==> src/verilog/mdsfc_pkg.sv <==
// Shared constants of the motor driver mode, fault and serial control block.
// Assumes a single 25 MHz reference clock; all times below are turned into cycles here.
package mdsfc_pkg;

    // Reference clock
    localparam real CLK_PERIOD_NS = 40.0;

    // Power-up status pulse, least time, rounded up
    localparam real PO_MIN_US     = 1.0;
    localparam int  PO_MIN_CYC    = int'($ceil(PO_MIN_US * 1000.0 / CLK_PERIOD_NS));
    // Enable high to status released, longest time, rounded down
    localparam real TURN_ON_MS    = 1.0;
    localparam int  TURN_ON_CYC   = int'($floor(TURN_ON_MS * 1.0e6 / CLK_PERIOD_NS));
    // Enable low to power-down start, least of the window, rounded up
    localparam real PD_DLY_US     = 8.0;
    localparam int  PD_DLY_CYC    = int'($ceil(PD_DLY_US * 1000.0 / CLK_PERIOD_NS));
    // Preceding pulse that guarantees a pin clear event
    localparam real CLR_PULSE_US  = 1.0;
    localparam int  CLR_PULSE_CYC = int'($ceil(CLR_PULSE_US * 1000.0 / CLK_PERIOD_NS));

    // Serial word
    localparam int  WORD_BITS     = 16;
    localparam int  BIT_RW        = 15;
    localparam int  SEL_HI        = 14;
    localparam int  SEL_LO        = 13;
    localparam int  PAYLOAD_BITS  = 13;

    // Register select codes
    localparam logic [1:0] SEL_ID     = 2'h0;
    localparam logic [1:0] SEL_STATUS = 2'h1;
    localparam logic [1:0] SEL_MASK   = 2'h2;
    localparam logic [1:0] SEL_CONFIG = 2'h3;

    // Status layout: framing flag above eleven fault bits
    localparam int  FAULT_BITS    = 11;
    localparam int  FRM_BIT       = 11;
    localparam int  CPUV_BIT      = 10;

    // Reset values of the writable payloads
    localparam logic [12:0] MASK_RST   = 13'h06f1;
    localparam logic [12:0] CONFIG_RST = 13'h0d98;
    // Output enable bit of the configuration payload
    localparam int  CFG_EN_BIT    = 4;

    // Identification payload; bit 4 fixed, low nibble arbitrary neutral value
    localparam logic [12:0] ID_PAYLOAD = 13'h0010;
    localparam logic [3:0]  ID_REV     = 4'h0;

    // Mode machine, one-hot
    typedef enum logic [5:0] {
        ST_SLEEP     = 6'h01,
        ST_POWERUP   = 6'h02,
        ST_STANDBY   = 6'h04,
        ST_NORMAL    = 6'h08,
        ST_FAULT     = 6'h10,
        ST_POWERDOWN = 6'h20
    } mdsfc_state_t;

endpackage

==> src/verilog/mdsfc_sync.sv <==
// Two-stage synchroniser for pins that arrive from outside the reference clock domain.
// Assumes the caller reads only the second stage.
`timescale 1ns/1ns
`default_nettype none
module mdsfc_sync #(
    parameter int WIDTH = 1
) (
    // Clock, reset, enable
    input  wire logic             ref_clk,
    input  wire logic             srst,
    input  wire logic             clk_en,
    // Asynchronous inputs
    input  wire logic [WIDTH-1:0] async_in,
    // Synchronised outputs
    output logic      [WIDTH-1:0] sync_out
);

    logic [WIDTH-1:0] meta_r;   // First stage, read only by the second
    logic [WIDTH-1:0] meta_nxt;
    logic [WIDTH-1:0] sync_r;   // Second stage
    logic [WIDTH-1:0] sync_nxt;

    // Next values of both stages
    always_comb
    begin
        meta_nxt = meta_r;
        sync_nxt = sync_r;
        if (clk_en)
        begin
            meta_nxt = async_in;
            sync_nxt = meta_r;
        end
    end

    // Stage registers
    always_ff @(posedge ref_clk)
    begin
        if (srst)
        begin
            meta_r <= '0;
            sync_r <= '0;
        end
        else
        begin
            meta_r <= meta_nxt;
            sync_r <= sync_nxt;
        end
    end

    assign sync_out = sync_r;

endmodule
`default_nettype wire

==> src/verilog/mdsfc_top.sv <==
// Mode machine, fault latching and 16-bit serial slave of a motor driver.
// Assumes all pins are asynchronous to ref_clk and are oversampled by it.
`timescale 1ns/1ns
`default_nettype none
// Summary of operation
// Sleep disables all activity and drive.
// Standby runs logic and serial port; bridge off.
// Normal runs everything; faults enter fault mode.
// Fault mode forces bridge off, status low.
// Enable high with supply good starts power-up.
// Status low at least pulse, then released.
// Status released within turn-on time.
// Enable low: bridge off, status low at once.
// Power-down starts after delay; then status released.
// Release only with disable low; low through power-down.
// Sixteen-bit words, MSB first, slave only.
// Sample on falling, change on rising clock.
// Master keeps serial clock at most 10 MHz.
// Bits beyond sixteen pass down daisy chain.
// Bad clock count: ignore, set framing flag.
// Chip select fall loads previously selected register.
// First transfer after enable returns status.
// Read commands ignore payload bits.
// Master verifies writes and detects malfunctions.
// Faults latch when detected, held until cleared.
// Clear needs fault gone plus clear event.
// Status register write is a clear event.
// Disable falling edge after long pulse clears.
// Enable rising edge after long pulse clears.
// Bit fifteen one writes, zero reads.
// Write to select zero is framing error.
// Command acted on at chip select rise.
module mdsfc_top #(
    parameter int TURN_ON_CYC = mdsfc_pkg::TURN_ON_CYC  // Power-up timeout
) (
    // Clock, reset, enable
    input  wire logic        ref_clk,
    input  wire logic        srst,
    input  wire logic        clk_en,
    // Control pins
    input  wire logic        driver_enable_pin,
    input  wire logic        disable_pin,
    // Analog monitors
    input  wire logic        supply_ok,
    input  wire logic        supplies_ready,
    input  wire logic [10:0] fault_in,
    // Serial link
    input  wire logic        cs_n,
    input  wire logic        sclk,
    input  wire logic        mosi,
    output logic             miso,
    output logic             miso_oe,
    // Status and bridge control
    output logic             fault_status_n,
    output logic             bridge_hiz,
    output logic             supplies_on,
    output logic [5:0]       mode_state,
    // Register contents
    output logic [11:0]      status_flags,
    output logic [12:0]      mask_reg,
    output logic [12:0]      config_reg
);

    // Timer width covers both the turn-on limit and the power-down delay
    localparam int TW = $clog2(((TURN_ON_CYC > mdsfc_pkg::PD_DLY_CYC) ? TURN_ON_CYC
                                : mdsfc_pkg::PD_DLY_CYC) + 1);
    localparam int PW = $clog2(mdsfc_pkg::CLR_PULSE_CYC + 1);

    // Synchronised pins
    logic [17:0] pins_s;
    logic        cs_s, sclk_s, mosi_s, en_s, dis_s, sok_s, rdy_s;
    logic [10:0] flt_s;

    mdsfc_sync #(
        .WIDTH (18)
    ) u_sync (
        .ref_clk  (ref_clk),
        .srst     (srst),
        .clk_en   (clk_en),
        .async_in ({fault_in, supplies_ready, supply_ok, disable_pin,
                    driver_enable_pin, mosi, sclk, cs_n}),
        .sync_out (pins_s)
    );

    assign {flt_s, rdy_s, sok_s, dis_s, en_s, mosi_s, sclk_s, cs_s} = pins_s;

    // Edge history and pulse-width counters
    logic          cs_q_r, sclk_q_r, en_q_r, dis_q_r;
    logic          cs_q_nxt, sclk_q_nxt, en_q_nxt, dis_q_nxt;
    logic [PW-1:0] en_lo_r, dis_hi_r, en_lo_nxt, dis_hi_nxt;
    logic          cs_fall, cs_rise, sclk_fall, sclk_rise;
    logic          en_rise, en_fall, dis_fall;
    logic          clr_pin;     // Qualified pin clear event

    assign cs_fall   = cs_q_r & ~cs_s;
    assign cs_rise   = ~cs_q_r & cs_s;
    assign sclk_fall = sclk_q_r & ~sclk_s;
    assign sclk_rise = ~sclk_q_r & sclk_s;
    assign en_rise   = ~en_q_r & en_s;
    assign en_fall   = en_q_r & ~en_s;
    assign dis_fall  = dis_q_r & ~dis_s;
    assign clr_pin   = (dis_fall & (dis_hi_r == PW'(mdsfc_pkg::CLR_PULSE_CYC)))
                     | (en_rise & (en_lo_r == PW'(mdsfc_pkg::CLR_PULSE_CYC)));

    // Edge history and saturating pulse counters
    always_comb
    begin
        cs_q_nxt   = cs_s;
        sclk_q_nxt = sclk_s;
        en_q_nxt   = en_s;
        dis_q_nxt  = dis_s;
        en_lo_nxt  = en_lo_r;
        dis_hi_nxt = dis_hi_r;
        if (en_s)
            en_lo_nxt = '0;
        else if (en_lo_r != PW'(mdsfc_pkg::CLR_PULSE_CYC))
            en_lo_nxt = en_lo_r + PW'(1);
        if (!dis_s)
            dis_hi_nxt = '0;
        else if (dis_hi_r != PW'(mdsfc_pkg::CLR_PULSE_CYC))
            dis_hi_nxt = dis_hi_r + PW'(1);
    end

    always_ff @(posedge ref_clk)
    begin
        if (srst)
        begin
            cs_q_r   <= 1'b1;
            sclk_q_r <= 1'b0;
            en_q_r   <= 1'b0;
            dis_q_r  <= 1'b0;
            en_lo_r  <= '0;
            dis_hi_r <= '0;
        end
        else if (clk_en)
        begin
            cs_q_r   <= cs_q_nxt;
            sclk_q_r <= sclk_q_nxt;
            en_q_r   <= en_q_nxt;
            dis_q_r  <= dis_q_nxt;
            en_lo_r  <= en_lo_nxt;
            dis_hi_r <= dis_hi_nxt;
        end
    end

    // Mode state and timers
    mdsfc_pkg::mdsfc_state_t state_r, state_nxt;
    logic [TW-1:0] tmr_r, tmr_nxt;    // Time in power-up or power-down
    logic [PW-1:0] po_r, po_nxt;      // Status pulse length since supplies ready
    logic [10:0]   lat_r, lat_nxt;    // Latched faults
    logic          frm_r, frm_nxt;    // Framing error flag
    logic          masked_flt;
    logic          sleeping;

    assign sleeping   = (state_r == mdsfc_pkg::ST_SLEEP);
    assign masked_flt = |(lat_r & mask_reg[10:0]);

    // Next mode
    always_comb
    begin
        state_nxt = state_r;
        tmr_nxt   = tmr_r;
        po_nxt    = po_r;
        unique case (state_r)
            mdsfc_pkg::ST_SLEEP:
            begin
                // Only a wake-up with a good supply leaves sleep
                tmr_nxt = '0;
                po_nxt  = '0;
                if (en_s && sok_s)
                    state_nxt = mdsfc_pkg::ST_POWERUP;
            end
            mdsfc_pkg::ST_POWERUP:
            begin
                if (tmr_r != TW'(TURN_ON_CYC))
                    tmr_nxt = tmr_r + TW'(1);
                if ((rdy_s || po_r != '0) && po_r != PW'(mdsfc_pkg::PO_MIN_CYC))
                    po_nxt = po_r + PW'(1);
                if (!en_s)
                begin
                    state_nxt = mdsfc_pkg::ST_POWERDOWN;
                    tmr_nxt   = '0;
                end
                else if (po_r == PW'(mdsfc_pkg::PO_MIN_CYC) && !flt_s[mdsfc_pkg::CPUV_BIT]
                         && lat_r == '0)
                    state_nxt = mdsfc_pkg::ST_STANDBY;
                else if (tmr_r == TW'(TURN_ON_CYC))
                    state_nxt = mdsfc_pkg::ST_FAULT;
            end
            mdsfc_pkg::ST_STANDBY, mdsfc_pkg::ST_NORMAL:
            begin
                // Normal needs the output enable bit and disable low
                if (!en_s)
                begin
                    state_nxt = mdsfc_pkg::ST_POWERDOWN;
                    tmr_nxt   = '0;
                end
                else if (state_r == mdsfc_pkg::ST_NORMAL && masked_flt)
                    state_nxt = mdsfc_pkg::ST_FAULT;
                else if (config_reg[mdsfc_pkg::CFG_EN_BIT] && !dis_s)
                    state_nxt = mdsfc_pkg::ST_NORMAL;
                else
                    state_nxt = mdsfc_pkg::ST_STANDBY;
            end
            mdsfc_pkg::ST_FAULT:
            begin
                // Held until all latched faults are cleared, masked or not
                if (!en_s)
                begin
                    state_nxt = mdsfc_pkg::ST_POWERDOWN;
                    tmr_nxt   = '0;
                end
                else if (!masked_flt && lat_r == '0)
                    state_nxt = mdsfc_pkg::ST_STANDBY;
            end
            mdsfc_pkg::ST_POWERDOWN:
            begin
                // Supplies stay on for the delay, then switch off
                tmr_nxt = tmr_r + TW'(1);
                if (tmr_r == TW'(mdsfc_pkg::PD_DLY_CYC - 1))
                    state_nxt = mdsfc_pkg::ST_SLEEP;
            end
            default:
                state_nxt = mdsfc_pkg::ST_SLEEP;
        endcase
    end

    always_ff @(posedge ref_clk)
    begin
        if (srst)
        begin
            state_r <= mdsfc_pkg::ST_SLEEP;
            tmr_r   <= '0;
            po_r    <= '0;
        end
        else if (clk_en)
        begin
            state_r <= state_nxt;
            tmr_r   <= tmr_nxt;
            po_r    <= po_nxt;
        end
    end

    // Serial shifter state
    logic [15:0] sh_r, sh_nxt;      // Shift register, also the daisy-chain path
    logic [3:0]  bits_r, bits_nxt;  // Clock count modulo sixteen
    logic        any_r, any_nxt;    // At least one clock seen
    logic        miso_r, miso_nxt;
    logic [1:0]  sel_r, sel_nxt;    // Register selected by the previous transfer
    logic [12:0] mask_nxt, cfg_nxt;
    logic [15:0] rd_word;
    logic        frame_ok, wr, stat_wr;
    logic [15:0] cmd;

    assign cmd      = sh_r;
    assign frame_ok = any_r && bits_r == 4'h0;
    assign wr       = cmd[mdsfc_pkg::BIT_RW];
    assign stat_wr  = cs_rise && frame_ok && wr
                    && cmd[mdsfc_pkg::SEL_HI:mdsfc_pkg::SEL_LO] == mdsfc_pkg::SEL_STATUS;

    // Word of the selected register
    always_comb
    begin
        unique case (sel_r)
            mdsfc_pkg::SEL_ID:     rd_word = {1'b0, sel_r,
                                              mdsfc_pkg::ID_PAYLOAD | {9'h000, mdsfc_pkg::ID_REV}};
            mdsfc_pkg::SEL_STATUS: rd_word = {1'b0, sel_r, 1'b0, frm_r, lat_r};
            mdsfc_pkg::SEL_MASK:   rd_word = {1'b0, sel_r, mask_reg};
            mdsfc_pkg::SEL_CONFIG: rd_word = {1'b0, sel_r, config_reg};
        endcase
    end

    // Serial shifting and command decode
    always_comb
    begin
        sh_nxt   = sh_r;
        bits_nxt = bits_r;
        any_nxt  = any_r;
        miso_nxt = miso_r;
        sel_nxt  = sel_r;
        mask_nxt = mask_reg;
        cfg_nxt  = config_reg;
        if (sleeping)
        begin
            // Port dead in sleep; wake selects status
            sel_nxt  = mdsfc_pkg::SEL_STATUS;
            mask_nxt = mdsfc_pkg::MASK_RST;
            cfg_nxt  = mdsfc_pkg::CONFIG_RST;
        end
        else if (cs_fall)
        begin
            sh_nxt   = rd_word;
            miso_nxt = rd_word[15];
            bits_nxt = '0;
            any_nxt  = 1'b0;
        end
        else if (!cs_s && sclk_rise)
            miso_nxt = sh_r[15];
        else if (!cs_s && sclk_fall)
        begin
            // Oldest bit exits toward the next device
            sh_nxt   = {sh_r[14:0], mosi_s};
            bits_nxt = bits_r + 4'h1;
            any_nxt  = 1'b1;
        end
        else if (cs_rise && frame_ok)
        begin
            // Last sixteen bits are the command
            sel_nxt = cmd[mdsfc_pkg::SEL_HI:mdsfc_pkg::SEL_LO];
            if (wr && sel_nxt == mdsfc_pkg::SEL_MASK)
                mask_nxt = cmd[12:0];
            else if (wr && sel_nxt == mdsfc_pkg::SEL_CONFIG)
                cfg_nxt = cmd[12:0];
        end
    end

    always_ff @(posedge ref_clk)
    begin
        if (srst)
        begin
            sh_r       <= '0;
            bits_r     <= '0;
            any_r      <= 1'b0;
            miso_r     <= 1'b0;
            sel_r      <= mdsfc_pkg::SEL_STATUS;
            mask_reg   <= mdsfc_pkg::MASK_RST;
            config_reg <= mdsfc_pkg::CONFIG_RST;
        end
        else if (clk_en)
        begin
            sh_r       <= sh_nxt;
            bits_r     <= bits_nxt;
            any_r      <= any_nxt;
            miso_r     <= miso_nxt;
            sel_r      <= sel_nxt;
            mask_reg   <= mask_nxt;
            config_reg <= cfg_nxt;
        end
    end

    // Fault latching; a set beats a clear
    logic [10:0] clr_mask;
    logic        frm_set;

    assign frm_set = cs_rise && !sleeping
                   && (!frame_ok
                       || (wr && cmd[mdsfc_pkg::SEL_HI:mdsfc_pkg::SEL_LO] == mdsfc_pkg::SEL_ID));

    always_comb
    begin
        clr_mask = '0;
        if (clr_pin)
            clr_mask = '1;
        if (stat_wr)
            clr_mask = clr_mask | cmd[10:0];
        lat_nxt = lat_r & ~(clr_mask & ~flt_s);
        frm_nxt = frm_r & ~(clr_pin | (stat_wr & cmd[mdsfc_pkg::FRM_BIT]));
        if (!sleeping)
        begin
            lat_nxt = lat_nxt | flt_s;
            frm_nxt = frm_nxt | frm_set;
        end
    end

    always_ff @(posedge ref_clk)
    begin
        if (srst)
        begin
            lat_r <= '0;
            frm_r <= 1'b0;
        end
        else if (clk_en)
        begin
            lat_r <= lat_nxt;
            frm_r <= frm_nxt;
        end
    end

    // Pin outputs
    logic fs_low;

    always_comb
    begin
        fs_low = dis_s;
        unique case (state_r)
            mdsfc_pkg::ST_SLEEP:     fs_low = 1'b0;
            mdsfc_pkg::ST_POWERUP:   fs_low = fs_low | rdy_s | (po_r != '0);
            mdsfc_pkg::ST_FAULT:     fs_low = 1'b1;
            mdsfc_pkg::ST_POWERDOWN: fs_low = 1'b1;
            default:                 fs_low = fs_low | ~en_s;
        endcase
    end

    assign fault_status_n = ~fs_low;
    assign bridge_hiz     = ~(state_r == mdsfc_pkg::ST_NORMAL) | ~en_s;
    assign supplies_on    = ~sleeping;
    assign mode_state     = state_r;
    assign status_flags   = {frm_r, lat_r};
    assign miso           = miso_r;
    assign miso_oe        = ~cs_s & ~sleeping;

endmodule
`default_nettype wire

==> config.mk <==
export PLATFORM = sky130hd
export DESIGN_NAME = mdsfc_top
export DESIGN_NICKNAME = d
export VERILOG_FILES = /design/src/verilog/mdsfc_pkg.sv /design/src/verilog/mdsfc_sync.sv /design/src/verilog/mdsfc_top.sv
export SDC_FILE = /design/constraint.sdc
export NUM_CORES = 1
export LEC_CHECK = 0
export ABC_AREA = 1
export BUFFER_PORTS_ARGS = -buffer_cell sky130_fd_sc_hd__buf_2
export CORE_MARGIN = 2
export CORE_UTILIZATION = 50
export DETAILED_ROUTE_END_ITERATION = 10
export HOLD_SLACK_MARGIN = 0.05
export PLACE_DENSITY = 0.72
export SYNTH_ARGS = -nofsm -noshare
export SYNTH_HDL_FRONTEND = slang
export SYNTH_SLANG_ARGS = --single-unit
==> constraint.sdc <==
create_clock -name ref_clk -period 1.65 [get_ports ref_clk]
set_input_delay 0.165 -clock ref_clk [delete_from_list [all_inputs] [get_ports ref_clk]]
set_output_delay 0.165 -clock ref_clk [all_outputs]
set_load 0.02 [all_outputs]
==> run summary <==
Port Buffers: 69
P_leak: 4.17 nW
Top delay family on crit path: buffers and inverters
DR vias/cell: 5.69
Die X: 124 um
startpoint of the worst hold path: clk_en
Achievable Freq: 540 MHz
Crit. End Element: flip-flop
Ports: 70
Sum Neg Setup Slack: -5290 ps
Final #Nets: 1270
GRT Resource Usage Total: 29.2%
Worst Path Max Fanout: 8
Non-Filler Instances: 1431
# setup viols final: 63
Placement Setup Slack: -25.6 ps
CP Data Arrival Time: 2170 ps
final worst slack: -202 ps
CTS tree: built
remaining antenna violation count: 0
Synth top area share: 38.5%
CP Class: reg -> reg
largest net degree at the start of global routing: 73
worst path bufs/invs: 4
Worst Hold Class: in -> reg
PwrDens: 1670 nW/um2
Clock transition at path regs: 60 ps
Syn Inst Count: 1064
violated checks: negative setup slack
Post-synth EDFFs: 0
Synth Area in Compound Gates: 17.5%
Worst VDD drop: 988 uV
Worst Skew: 11.1 ps
Power Total: 16.8 mW
CP startpoint kind: flip-flop
Worst Path Required: 1970 ps
dpl cells: 1335
DR pass1 iterations: 5
DRC: 0
Max Cap Viol: 0
worst r2r src: mode_state[2]
Remaining Overflow, GRT: 0
relative slew slack: 73.1%
share of flip-flops with an asynchronous set or reset: 0%
post-synthesis cell area: 7170 um2
CP endpoint: config_reg[2]
Post-Syn Area per Cell: 6.74 um2
initial antenna violation count: 0
core box area: 13900 um2
CP max stage cell: dfxtp_4
htree depth: 4
number of hold violations in the final report: 0
synth-to-layout area growth: 40.8%
fillcell total: 1032
Worst Reg-to-Reg Cells: 10
First DRT Iteration DRCs: 770
Max Slew Vio Count: 0
die area: 15300 um2
via count of the routed design: 8141
routed len/inst: 16.7 um
Synth Flop Type: dfxtp_1
clk buf depth: 2
layout cell share with drive strength beyond 1: 31.3%
Die Y: 124 um
count of different cell masters after synthesis: 42
vias in the first global route: 7181
Cell Chain, Critical Path: nor2_4, buf_6, nand3_4, buf_12, a21oi_4, buf_6, nand2_8, clkbuf_16, o21ai_2, a21oi_2
largest family of logic cells by synthesized area: simple AND/OR/NAND/NOR gates
CP most frequent cell: buf_6
actual slew at the worst max-slew pin: 401 ps
Root Buffer: clkbuf_16
WP depth: 10
Worst path max stage delay: 360 ps
final period utilization: 112%
Placed Area: 8120 um2
Yosys reg bits: 138
crit path launch: mode_state[2]
RSZ-0062 raised after global routing: yes
row count: 43
Initial Utilization: 51.5%
run status: finished, violations left
post-synthesis sequential area ratio: 38.5%
min Tclk post-route: 1850 ps
Synthesized Nets: 1096
global-route wire length before repair: 34900 um
Reg-to-Reg End: config_reg[2]
final wirelength: 23900 um
post-synthesis mux area share: 0%
Skew-Pair Late Insertion Delay: 430 ps
TritonCTS Sinks: 138
ant diodes: 0
DP HPWL: 13500 um
simple-gate share of the synthesized area: 32.4%
CTS Buf Count: 17
Placer Congestion: 0.941
top cells by area, synth: dfxtp_1 39%, nand2_1 13%, nor2_1 8.2%, o21ai_0 6.8%, inv_1 5.0%
design area: 10100 um2
adder-cell area share of the yosys netlist: 1.92%
Syn. warnings: 0
leading area contributor after synthesis: dfxtp_1
R2R Setup Slk: -200 ps
Synth Area in XOR/XNOR: 0.977%
worst min path at each step:
stage	endpoint	cells after the start
floorplan	u_sync.meta_r[0]	2
global placement	u_sync.meta_r[12]	3
detailed placement	u_sync.meta_r[13]	3
CTS	cs_q_r	2
global route	cs_q_r	2
finish	cs_q_r	2
stage by stage:
| stage | util, % | hold slack, ps |
|---|---|---|
| after CTS | 67.4 | 157 |
| after global routing | 72.4 | 239 |
| after detailed placement | 58.3 | 391 |
| after floorplan | - | 300 |
| final | 72.4 | 198 |
| after global placement | 58.3 | 388 |
report_power, final:
part           switching, mW  internal [mW]  total, mW
Clock                   1.55           2.33       3.87
Combinational           4.93           3.63       8.56
Sequential             0.524           3.88       4.41
Total                   7.00           9.84       16.8
layout make-up:
class                      instances  area [um2]  area share, %
sequential                       138        2790           27.7
inverter                         102         415           4.12
timing repair inverter             1        11.3          0.112
timing repair buffer             200        1680           16.7
multi-input combinational        778        4370           43.3
clock buffer                      20         457           4.52
tap                              180         225           2.23
clock inverter                    12         138           1.36
synth_stat cells, types with 3 or more instances:
master and instances:
or2_2 3, o211ai_1 10, nor2_4 3, o22ai_1 4, nand2_2 14, nor3_1 11, a31oi_1 13, xor2_1 6
a21oi_1 68, buf_1 7, nand4_1 22, a211oi_1 3, inv_2 6, dfxtp_1 138, nand3_1 69, nor2_1 156
ha_1 11, nor2_2 4, clkbuf_1 23, buf_2 12, nand2_1 242, inv_1 95, a21oi_2 10, o21ai_0 97
buf_4 5, o21ai_1 7
worst reg2reg max path, stage by stage, from the launching register on:
cell and delay (ps):
dfxtp_4 360, nor2_4 190, buf_6 140, nand3_4 70
buf_12 160, a21oi_4 180, buf_6 150, nand2_8 80
clkbuf_16 190, o21ai_2 180, a21oi_2 40
cell families after synthesis:
kind of cell    count (synthesis)
fa+ha+maj                      11
flops                         138
buf+inv                       151
xor+xnor                        8
simple gates                  534
compound gates                222
layout by cell type (no fill, tap or decap), types with 6 or more instances in the layout:
cell type | netlist | final
nor2_4 | 3 | 13
dfxtp_2 | 0 | 7
inv_2 | 6 | 12
o21ai_1 | 7 | 10
nor3_1 | 11 | 7
dfxtp_4 | 0 | 6
a21oi_2 | 10 | 36
a31oi_1 | 13 | 13
nand2_2 | 14 | 26
nand2_8 | 0 | 6
nand2_1 | 242 | 224
a21oi_1 | 68 | 41
o21ai_2 | 0 | 12
nand4_1 | 22 | 22
nor2_1 | 156 | 139
inv_1 | 95 | 85
nand3_2 | 1 | 10
ha_1 | 11 | 8
inv_6 | 0 | 6
nor2_2 | 4 | 11
dfxtp_1 | 138 | 125
o21ai_0 | 97 | 78
o211ai_1 | 10 | 10
xor2_1 | 6 | 6
buf_4 | 5 | 81
clkbuf_16 | 0 | 20
buf_6 | 2 | 17
buf_12 | 0 | 9
dlygate4sd3_1 | 0 | 19
buf_2 | 12 | 67
nand3_1 | 69 | 58
routing by layer:
layer | global-route usage [%] | share of wire [%] | wire length [um] | up-vias
met5 | 0 | 0 | 0 | -
met4 | 12.4 | 4.3 | 1030 | 0
met3 | 6.18 | 8.3 | 1990 | 103
met2 | 45.9 | 46 | 11000 | 409
met1 | 38.8 | 42 | 9940 | 3775
li1 | - | - | - | 3854
repair_timing:
action                                  in CTS  in global routing
buffers inserted                            22                 15
resized for setup                           71                154
pin swaps                                   14                 32
gates cloned                                 5                  6
hold buffers                                19                  0
hold endpoints to repair                    19                  0
endpoints found under the setup margin      36                 92
Note: power is estimated with default switching activity, not from simulation.
